--- src/shared/pcb_pkg.sv ---
// constants, field layouts and carrier structs of the synthesizer register bank
// assumes one 25 MHz clock and a synchronous active-high reset
package pcb_pkg;
    // ========================================================
    // register selects (low four bits of each word)
    localparam logic [3:0] PCB_SEL_OUTPUT = 4'h6;
    localparam logic [3:0] PCB_SEL_LOCK = 4'h7;
    localparam logic [3:0] PCB_SEL_FIXED_A = 4'h8;
    localparam logic [3:0] PCB_SEL_CAL = 4'h9;
    localparam logic [3:0] PCB_SEL_ADC = 4'hA;
    localparam logic [3:0] PCB_SEL_FIXED_B = 4'hB;
    localparam logic [3:0] PCB_SEL_RESYNC = 4'hC;
    localparam logic [3:0] PCB_SEL_FREQ = 4'h0;
    // ========================================================
    // field positions
    localparam int PCB_BLEED_LSB = 13;
    localparam int PCB_MUTE_BIT = 11;
    localparam int PCB_AUX_EN_BIT = 9;
    localparam int PCB_AUX_PWR_LSB = 7;
    localparam int PCB_PRI_EN_BIT = 6;
    localparam int PCB_PRI_PWR_LSB = 4;
    localparam int PCB_SYNC_BIT = 25;
    localparam int PCB_LCOUNT_LSB = 8;
    localparam int PCB_LOSS_BIT = 7;
    localparam int PCB_LWIN_LSB = 5;
    localparam int PCB_LKIND_BIT = 4;
    localparam int PCB_BAND_LSB = 24;
    localparam int PCB_TIMEOUT_LSB = 14;
    localparam int PCB_LEVEL_LSB = 9;
    localparam int PCB_SETTLE_LSB = 4;
    localparam int PCB_ADCDIV_LSB = 6;
    localparam int PCB_CONV_BIT = 5;
    localparam int PCB_APWR_BIT = 4;
    localparam int PCB_RESYNC_LSB = 16;
    // ========================================================
    // values after reset and fixed words
    localparam logic [31:0] PCB_RESET_WORD = 32'h0000_0000;
    localparam logic [7:0] PCB_ADCDIV_RESET = 8'h01;
    localparam logic [31:0] PCB_FIXED_A_WORD = 32'h102D_0428;
    localparam logic [31:0] PCB_FIXED_B_WORD = 32'h0061_300B;
    localparam int PCB_WORD_BITS = 32;
    // ========================================================
    // lock window in tenths of ns, by precision code, and fixed window
    localparam logic [7:0] PCB_WIN_0 = 8'h32;
    localparam logic [7:0] PCB_WIN_1 = 8'h3C;
    localparam logic [7:0] PCB_WIN_2 = 8'h50;
    localparam logic [7:0] PCB_WIN_3 = 8'h78;
    localparam logic [7:0] PCB_WIN_FIXED = 8'h1D;

    // output stage controls
    typedef struct packed {
        logic [7:0] bleed_level;
        logic mute_until_lock;
        logic aux_en;
        logic [1:0] aux_pwr;
        logic pri_en;
        logic [1:0] pri_pwr;
    } pcb_output_type;

    // lock detector controls
    typedef struct packed {
        logic load_sync;
        logic [1:0] lock_count_sel;
        logic reference_loss_mode;
        logic [7:0] lock_window_tenths;
    } pcb_lock_type;

    // calibration controls
    typedef struct packed {
        logic [7:0] band_div;
        logic [9:0] band_select_timeout;
        logic [4:0] level_cal_wait;
        logic [4:0] settle_wait;
        logic [7:0] adc_div;
        logic conversion_on_write;
        logic converter_power;
        logic [15:0] resync_timeout;
    } pcb_cal_type;
endpackage

--- src/hw/pcb_bank.sv ---
// configuration register bank of a fractional-n synthesizer, registers 6 to 12
// assumes serial pins and reference arrive asynchronously to mclk
`timescale 1ns/100ps
module pcb_bank
    import pcb_pkg::*;
(
    input wire logic mclk,
    input wire logic reset,
    input wire logic serial_clk_pin, // serial clock pin
    input wire logic serial_data_pin, // serial data pin
    input wire logic load_strobe, // load pin, rising edge loads
    input wire logic ref_pin, // reference input pin
    input wire logic compare_tick, // one-cycle pulse per compare period
    input wire logic window_ok, // phase error inside lock window
    input wire logic ref_present, // reference activity seen
    output pcb_output_type out_cfg, // output stage controls
    output pcb_lock_type lock_cfg, // lock detector controls
    output pcb_cal_type cal_cfg, // calibration controls
    output logic primary_output_on, // primary stage supply
    output logic auxiliary_output_on, // auxiliary stage supply
    output logic locked, // digital lock detect
    output logic adc_clk_tick, // converter clock enable pulse
    output logic conversion_start, // one-cycle pulse
    output logic freq_apply, // one-cycle pulse, register 0 written
    output logic [31:0] freq_word // last register 0 word
);
    // ========================================================
    // pin synchronisers
    logic [1:0] sclk_sync; // two flops each
    logic [1:0] sdat_sync;
    logic [1:0] load_sync;
    logic [1:0] ref_sync;
    logic sclk_last; // edge history from second flops
    logic load_last;
    logic ref_last;
    logic sclk_rise;
    logic load_rise;
    logic ref_rise;

    // synchronise pins, then take edges from second stage only
    always_ff @(posedge mclk) begin
        if (reset) begin
            sclk_sync <= 2'h0;
            sdat_sync <= 2'h0;
            load_sync <= 2'h0;
            ref_sync <= 2'h0;
            sclk_last <= 1'b0;
            load_last <= 1'b0;
            ref_last <= 1'b0;
        end else begin
            sclk_sync <= {sclk_sync[0], serial_clk_pin};
            sdat_sync <= {sdat_sync[0], serial_data_pin};
            load_sync <= {load_sync[0], load_strobe};
            ref_sync <= {ref_sync[0], ref_pin};
            sclk_last <= sclk_sync[1];
            load_last <= load_sync[1];
            ref_last <= ref_sync[1];
        end
    end

    assign sclk_rise = sclk_sync[1] && !sclk_last;
    assign load_rise = load_sync[1] && !load_last;
    assign ref_rise = ref_sync[1] && !ref_last;

    // ========================================================
    // serial receiver
    logic [31:0] word; // shifted word
    logic word_valid; // one-cycle

    pcb_shift_in shifter (
        .mclk(mclk),
        .reset(reset),
        .sclk_rise(sclk_rise),
        .sdata(sdat_sync[1]),
        .load_rise(load_rise),
        .word(word),
        .word_valid(word_valid)
    );

    // ========================================================
    // load gating: optionally wait for the next reference rise
    logic pending; // word waiting for reference edge
    logic next_pending;
    logic commit; // word enters its register now

    always_comb begin
        next_pending = pending;
        commit = 1'b0;
        if (word_valid && lock_cfg.load_sync) begin
            next_pending = 1'b1;
        end else if (word_valid) begin
            commit = 1'b1;
        end else if (pending && ref_rise) begin
            next_pending = 1'b0;
            commit = 1'b1;
        end
    end

    always_ff @(posedge mclk) begin
        if (reset) begin
            pending <= 1'b0;
        end else begin
            pending <= next_pending;
        end
    end

    // ========================================================
    // register decode and storage
    function automatic logic pcb_hit(input logic [31:0] w, input logic [3:0] sel);
        pcb_hit = (w[3:0] == sel);
    endfunction

    // precision code or fixed mode to window width
    function automatic logic [7:0] pcb_window(input logic kind, input logic [1:0] sel);
        if (kind) begin
            pcb_window = PCB_WIN_FIXED;
        end else begin
            unique case (sel)
                2'h0: pcb_window = PCB_WIN_0;
                2'h1: pcb_window = PCB_WIN_1;
                2'h2: pcb_window = PCB_WIN_2;
                2'h3: pcb_window = PCB_WIN_3;
            endcase
        end
    endfunction

    pcb_output_type next_out_cfg;
    pcb_lock_type next_lock_cfg;
    pcb_cal_type next_cal_cfg;
    logic next_conversion_start;
    logic next_freq_apply;
    logic [31:0] next_freq_word;

    // field extraction per selected register
    always_comb begin
        next_out_cfg = out_cfg;
        next_lock_cfg = lock_cfg;
        next_cal_cfg = cal_cfg;
        next_conversion_start = 1'b0;
        next_freq_apply = 1'b0;
        next_freq_word = freq_word;
        if (commit) begin
            if (pcb_hit(word, PCB_SEL_OUTPUT)) begin
                next_out_cfg.bleed_level = word[PCB_BLEED_LSB +: 8];
                next_out_cfg.mute_until_lock = word[PCB_MUTE_BIT];
                next_out_cfg.aux_en = word[PCB_AUX_EN_BIT];
                next_out_cfg.aux_pwr = word[PCB_AUX_PWR_LSB +: 2];
                next_out_cfg.pri_en = word[PCB_PRI_EN_BIT];
                next_out_cfg.pri_pwr = word[PCB_PRI_PWR_LSB +: 2];
            end
            if (pcb_hit(word, PCB_SEL_LOCK)) begin
                next_lock_cfg.load_sync = word[PCB_SYNC_BIT];
                next_lock_cfg.lock_count_sel = word[PCB_LCOUNT_LSB +: 2];
                next_lock_cfg.reference_loss_mode = word[PCB_LOSS_BIT];
                next_lock_cfg.lock_window_tenths = pcb_window(word[PCB_LKIND_BIT],
                    word[PCB_LWIN_LSB +: 2]);
            end
            if (pcb_hit(word, PCB_SEL_CAL)) begin
                next_cal_cfg.band_div = word[PCB_BAND_LSB +: 8];
                next_cal_cfg.band_select_timeout = word[PCB_TIMEOUT_LSB +: 10];
                next_cal_cfg.level_cal_wait = word[PCB_LEVEL_LSB +: 5];
                next_cal_cfg.settle_wait = word[PCB_SETTLE_LSB +: 5];
            end
            if (pcb_hit(word, PCB_SEL_ADC)) begin
                next_cal_cfg.adc_div = word[PCB_ADCDIV_LSB +: 8];
                next_cal_cfg.conversion_on_write = word[PCB_CONV_BIT];
                next_cal_cfg.converter_power = word[PCB_APWR_BIT];
                next_conversion_start = word[PCB_CONV_BIT] && word[PCB_APWR_BIT];
            end
            if (pcb_hit(word, PCB_SEL_RESYNC)) begin
                next_cal_cfg.resync_timeout = word[PCB_RESYNC_LSB +: 16];
            end
            if (pcb_hit(word, PCB_SEL_FREQ)) begin
                next_freq_word = word;
                next_freq_apply = 1'b1;
            end
        end
    end

    // registers only
    always_ff @(posedge mclk) begin
        if (reset) begin
            out_cfg <= '0;
            lock_cfg <= '0;
            cal_cfg <= '0;
            cal_cfg.adc_div <= PCB_ADCDIV_RESET;
            lock_cfg.lock_window_tenths <= PCB_WIN_0;
            conversion_start <= 1'b0;
            freq_apply <= 1'b0;
            freq_word <= PCB_RESET_WORD;
        end else begin
            out_cfg <= next_out_cfg;
            lock_cfg <= next_lock_cfg;
            cal_cfg <= next_cal_cfg;
            conversion_start <= next_conversion_start;
            freq_apply <= next_freq_apply;
            freq_word <= next_freq_word;
        end
    end

    // ========================================================
    // lock detector
    pcb_lock_watch watcher (
        .mclk(mclk),
        .reset(reset),
        .ref_rise(compare_tick),
        .window_ok(window_ok),
        .ref_present(ref_present),
        .lock_count_sel(lock_cfg.lock_count_sel),
        .reference_loss_mode(lock_cfg.reference_loss_mode),
        .locked(locked)
    );

    // output stage supply gated by mute until lock
    always_comb begin
        primary_output_on = out_cfg.pri_en && (!out_cfg.mute_until_lock || locked);
        auxiliary_output_on = out_cfg.aux_en && (!out_cfg.mute_until_lock || locked);
    end

    // ========================================================
    // converter clock divider, counted in compare ticks
    logic [7:0] adc_count; // ticks since last pulse
    logic [7:0] next_adc_count;
    logic next_adc_clk_tick;

    always_comb begin
        next_adc_count = adc_count;
        next_adc_clk_tick = 1'b0;
        if (!cal_cfg.converter_power) begin
            next_adc_count = 8'h00;
        end else if (compare_tick) begin
            if (adc_count + 8'h01 >= cal_cfg.adc_div) begin
                next_adc_count = 8'h00;
                next_adc_clk_tick = 1'b1;
            end else begin
                next_adc_count = adc_count + 8'h01;
            end
        end
    end

    always_ff @(posedge mclk) begin
        if (reset) begin
            adc_count <= 8'h00;
            adc_clk_tick <= 1'b0;
        end else begin
            adc_count <= next_adc_count;
            adc_clk_tick <= next_adc_clk_tick;
        end
    end
endmodule

--- src/hw/pcb_shift_in.sv ---
// serial word receiver: shifts data msb first on serial clock rising edges
// assumes pins already passed through two-flop synchronisers
`timescale 1ns/100ps
module pcb_shift_in
    import pcb_pkg::*;
(
    input wire logic mclk,
    input wire logic reset,
    input wire logic sclk_rise, // one-cycle pulse
    input wire logic sdata, // synchronised data pin
    input wire logic load_rise, // one-cycle pulse
    output logic [31:0] word, // last word shifted
    output logic word_valid // one-cycle pulse
);
    // ========================================================
    // shift register
    logic [31:0] shift; // collecting bits
    logic [31:0] next_shift;
    logic [31:0] next_word;
    logic next_word_valid;

    // next value of shifter and captured word
    always_comb begin
        next_shift = shift;
        next_word = word;
        next_word_valid = 1'b0;
        if (sclk_rise) begin
            next_shift = {shift[30:0], sdata};
        end
        if (load_rise) begin
            next_word = shift;
            next_word_valid = 1'b1;
        end
    end

    // registers only
    always_ff @(posedge mclk) begin
        if (reset) begin
            shift <= PCB_RESET_WORD;
            word <= PCB_RESET_WORD;
            word_valid <= 1'b0;
        end else begin
            shift <= next_shift;
            word <= next_word;
            word_valid <= next_word_valid;
        end
    end
endmodule

--- src/hw/pcb_lock_watch.sv ---
// lock detector: counts consecutive in-window reference cycles
// assumes ref_rise and window_ok are synchronised single-cycle inputs
`timescale 1ns/100ps
module pcb_lock_watch
    import pcb_pkg::*;
(
    input wire logic mclk,
    input wire logic reset,
    input wire logic ref_rise, // one-cycle pulse per reference cycle
    input wire logic window_ok, // phase error inside window this cycle
    input wire logic ref_present, // reference still toggling
    input wire logic [1:0] lock_count_sel,
    input wire logic reference_loss_mode,
    output logic locked
);
    // ========================================================
    // target count by selector, shared decode
    function automatic logic [11:0] pcb_count_target(input logic [1:0] sel);
        unique case (sel)
            2'h0: pcb_count_target = 12'h400;
            2'h1: pcb_count_target = 12'h800;
            2'h2: pcb_count_target = 12'hC00;
            2'h3: pcb_count_target = 12'hFFF;
        endcase
    endfunction

    logic [11:0] count; // consecutive good cycles
    logic [11:0] next_count;
    logic next_locked;

    // count good cycles, drop on a miss or lost reference
    always_comb begin
        next_count = count;
        next_locked = locked;
        if (reference_loss_mode && !ref_present) begin
            next_count = 12'h000;
            next_locked = 1'b0;
        end else if (ref_rise) begin
            if (!window_ok) begin
                next_count = 12'h000;
                next_locked = 1'b0;
            end else if (count >= pcb_count_target(lock_count_sel) - 12'h001) begin
                next_locked = 1'b1;
            end else begin
                next_count = count + 12'h001;
            end
        end
    end

    always_ff @(posedge mclk) begin
        if (reset) begin
            count <= 12'h000;
            locked <= 1'b0;
        end else begin
            count <= next_count;
            locked <= next_locked;
        end
    end
endmodule

--- config.mk ---
export PLATFORM = sky130hd
export DESIGN_NAME = pcb_bank
export DESIGN_NICKNAME = d
export VERILOG_FILES = /design/src/shared/pcb_pkg.sv /design/src/hw/pcb_bank.sv /design/src/hw/pcb_shift_in.sv /design/src/hw/pcb_lock_watch.sv
export SDC_FILE = /design/constraint.sdc
export NUM_CORES = 1
export LEC_CHECK = 0
export BUFFER_PORTS_ARGS = -buffer_cell sky130_fd_sc_hd__buf_2
export CORE_ASPECT_RATIO = 0.8
export CORE_MARGIN = 4
export CORE_UTILIZATION = 60
export CTS_CLUSTER_SIZE = 24
export DETAILED_ROUTE_END_ITERATION = 10
export PLACE_DENSITY = 0.87
export RECOVER_POWER = 50
export SLEW_MARGIN = 20
export SYNTH_ARGS = -nofsm -noshare
export SYNTH_HDL_FRONTEND = slang
export SYNTH_SLANG_ARGS = --single-unit
--- constraint.sdc ---
create_clock -name mclk -period 5.4 [get_ports mclk]
set_clock_uncertainty 0.1 [all_clocks]
set_input_delay 0 -clock mclk [delete_from_list [all_inputs] [get_ports mclk]]
set_output_delay 0 -clock mclk [all_outputs]
set_load 0.05 [all_outputs]
==> results.json <==
{
  "outcome": "finished, violations left",
  "violations": "capacitance limit, slew limit",
  "core_region_area_um2": 13100,
  "ys_warn_count": 0,
  "synth_top_family_by_area": "simple AND/OR/NAND/NOR gates",
  "synth_fa_ha_area_frac": 0.0199,
  "fin_crit_ns": 3.12,
  "cp_slowest_stage_delay_ns": 1.30,
  "seq_area_frac_synth": 0.520,
  "ys_seq_elements": 212,
  "grt-ovfl-total": 0,
  "cts_inserted_buffers": 20,
  "clockBufferDepth": 3,
  "worst_slew_pin_slew_ns": 2.19,
  "seqPwrFrac": 0.528,
  "synth_nets": 923,
  "synth_area_leader_cell": "dfxtp_1",
  "hpwl_um": 11900,
  "antenna_found_initial": 0,
  "wl_per_cell_um": 15.6,
  "routed_wl_um": 18500,
  "drtAntennaViolNets": 0,
  "finalHoldViolCount": 0,
  "critPathKind": "flip-flop to flip-flop",
  "postLayoutCoreUtil": 0.710,
  "synth_ff_type": "dfxtp_1",
  "synthesis.area_um2": 8160,
  "grt_pass1_vias": 6172,
  "clock-sinks": 212,
  "intPower_mw": 2.36,
  "post_dp_cell_area_um2": 8760,
  "crit_path_end_kind": "flip-flop",
  "cp.arrival_ns": 3.35,
  "rows": 37,
  "critPathMaxFanout": 16,
  "p_clk_frac": 0.449,
  "vias": 6531,
  "ir_drop_v": 0.000172,
  "via_per_inst": 5.50,
  "maxSlewViolCount": 41,
  "die_x_um": 138,
  "num-fill-cells": 1019,
  "drt_iter0_drc": 635,
  "layout-drive-gt1-share": 0.0543,
  "slew_headroom": -0.464,
  "finalCritPeriodShare": 0.577,
  "fin_area_um2": 9300,
  "dieHeight_um": 112,
  "track_usage": 0.233,
  "max_freq_mhz": 321,
  "slowest_stage": "nor4_1",
  "ios": 128,
  "power.leakage_nw": 3.47,
  "power_mw": 2.97,
  "synth_top_area_frac": 0.520,
  "place_congestion": 0.845,
  "setup_viol": 0,
  "cp_top_family": "simple AND/OR/NAND/NOR gates",
  "ys_types": 55,
  "firstDrtPassIters": 6,
  "cts-root-buf": "clkbuf_16",
  "path_buf_inv": 1,
  "die_area_um2": 15500,
  "syn_area_per_cell_um2": 9.05,
  "htree_levels": 1,
  "power_density_nw_per_um2": 320,
  "cap_viol_max_count": 2,
  "finalSetupTns_ns": 0,
  "rsz0062_at_grt": "false",
  "synthArstFlopShare": 0,
  "pwr-share-comb": 0.023,
  "startpoint_type": "flip-flop",
  "synth_edf_count": 0,
  "synth-compound-area-share": 0.0988,
  "swShare": 0.205,
  "clkLatencyLatePin_ns": 0.47,
  "drc": 0,
  "area_growth_pct": 14.0,
  "hp-class": "primary input to flip-flop",
  "synthXorXnorAreaFrac": 0.00859,
  "start_util": 0.623,
  "ctsResizeCount": 0,
  "diodes": 0,
  "synth_cells": 901,
  "worstPathCellList": "and4bb_4 -> o21bai_1 -> nor4_1 -> buf_4 -> mux2i_1 -> nor2_1",
  "tritoncts": "built",
  "synthTopCellsByArea": "dfxtp_1 52%, mux2i_1 11%, nand2_1 8.3%",
  "required_ns": 5.63,
  "grt_pass1_wl_um": 30800,
  "nets": 1022,
  "grt_max_degree": 98,
  "p_switching_uw": 611,
  "path_clk_slew_ns": 0.06,
  "synth_simple_gate_area_frac": 0.199,
  "muxShareOfSynthArea": 0.107,
  "io_buffer_count": 125,
  "post_cts_buffers": 0
}
[tightest hold or removal path, cell delays in order]
cell and delay (ns):
buf_2 0.07, inv_1 0.03, a21o_1 0.32, a21oi_1 0.16
[cells in the mapped netlist, types with 2 or more instances]
master / count
clkbuf_1: 39
dfxtp_1: 212
a211o_1: 3
xor2_1: 5
buf_4: 7
nand3_1: 11
buf_6: 4
xnor2_1: 3
nor3b_1: 2
nand4b_1: 2
nor2b_1: 19
nand2_1: 181
nand4_1: 4
ha_1: 13
inv_1: 17
o21ai_0: 5
buf_2: 9
o211ai_1: 4
conb_1: 2
or4_1: 3
nor3_4: 2
and3_1: 2
nor2_1: 101
mux2i_1: 87
a31oi_1: 10
a21oi_1: 92
or2_1: 2
or3_1: 2
a21o_1: 4
nand2b_1: 6
nor3_1: 11
nor4_1: 2
and2_1: 7
buf_1: 2
a32o_1: 6
[sequential cells by signal, indices dropped and copies added (netlist names)]
signal / cells
ref_last: 1
adc_count: 8
conversion_start: 1
ref_sync: 2
shifter.shift: 32
cal_cfg: 54
freq_word: 32
adc_clk_tick: 1
out_cfg: 15
load_last: 1
lock_cfg: 10
pending: 1
watcher.locked: 1
sclk_sync: 2
shifter.word: 32
freq_apply: 1
load_sync: 2
sdat_sync: 2
shifter.word_valid: 1
watcher.count: 12
sclk_last: 1
[path summary, 6_finish.rpt]
kind | startpoint | to | slack, ns | cells after the start
worst min-delay path | ref_present | watcher.count[10]$_SDFFE_PP0P_ | 0.05 | 4
worst max register to register | ref_last$_SDFF_PP0_ | freq_word[7]$_SDFFE_PP0P_ | 2.28 | 6
worst min register to register | sdat_sync[0]$_SDFF_PP0_ | sdat_sync[1]$_SDFF_PP0_ | 0.34 | 1
worst max-delay path | ref_last$_SDFF_PP0_ | freq_word[7]$_SDFFE_PP0P_ | 2.28 | 6
[per-stage QoR]
stage,setup slack (ns),hold slack (ns),std cells
after floorplan,3.06,0.0282,901
after global placement,2.78,0.122,1145
after detailed placement,2.74,0.117,1145
after CTS,2.62,0.0326,1188
after global routing,1.94,0.0617,1188
final,2.28,0.0526,1188
[placed cells by master (no fill, tap or decap), types with 4 or more instances in the layout]
cell / count
inv_1: 17
buf_2: 7
nor2_1: 101
nor3_1: 11
a32o_1: 6
a21oi_1: 92
nor2b_1: 18
nand3_1: 11
a21o_1: 4
dlygate4sd3_1: 8
nand4_1: 4
clkbuf_8: 5
xor2_1: 5
and2_1: 7
clkinv_2: 4
clkbuf_16: 21
clkbuf_1: 123
ha_1: 13
nand2b_1: 5
buf_4: 5
mux2i_1: 87
nand2_1: 181
o211ai_1: 4
a31oi_1: 10
o21ai_0: 5
dfxtp_1: 212
[routing by layer]
metal	up-vias	track usage	part of all wire
li1	3197	-	-
met1	3085	0.332	0.46
met2	204	0.365	0.45
met5	-	0	0
met4	0	0.0665	0.022
met3	45	0.0422	0.069
[logic make-up (layout without fill, tap and decap cells)]
kind of cell | Yosys count | in the layout
multiplexers | 87 | 87
flip-flops | 212 | 212
XOR/XNOR | 8 | 8
AND/OR/NAND/NOR | 365 | 365
adder cells (fa/ha/maj) | 13 | 13
AO/OA/AOI/OAI | 135 | 135
buffers and inverters | 79 | 191
other | 2 | 2
[power by group through the flow]
stage | sequential [mW] | clock [mW] | combinational [mW]
floorplan | 1.61 | 0 | 0.0510
global placement | 1.61 | 0 | 0.0633
CTS | 1.57 | 1.36 | 0.0688
detailed placement | 1.61 | 0 | 0.0637
finish | 1.57 | 1.34 | 0.0684
global route | 1.57 | 1.43 | 0.0750
[final cells by class]
type                            instances  area, um2  share of cell area
Sequential cell                       212       4240               0.456
Timing Repair Buffer                  139        607              0.0653
Tap cell                              175        219              0.0235
Inverter                               17       63.8             0.00686
Multi-Input combinational cell        610       3530               0.380
Clock buffer                           31        613              0.0659
Clock inverter                          4       20.0             0.00215
[timing repair]
action / in CTS / in global routing
hold endpoints to repair: 99 / 0
setup endpoints to repair: 0 / 0
hold buffers: 8 / 0
No activity file was read; power rests on OpenSTA's default activity.
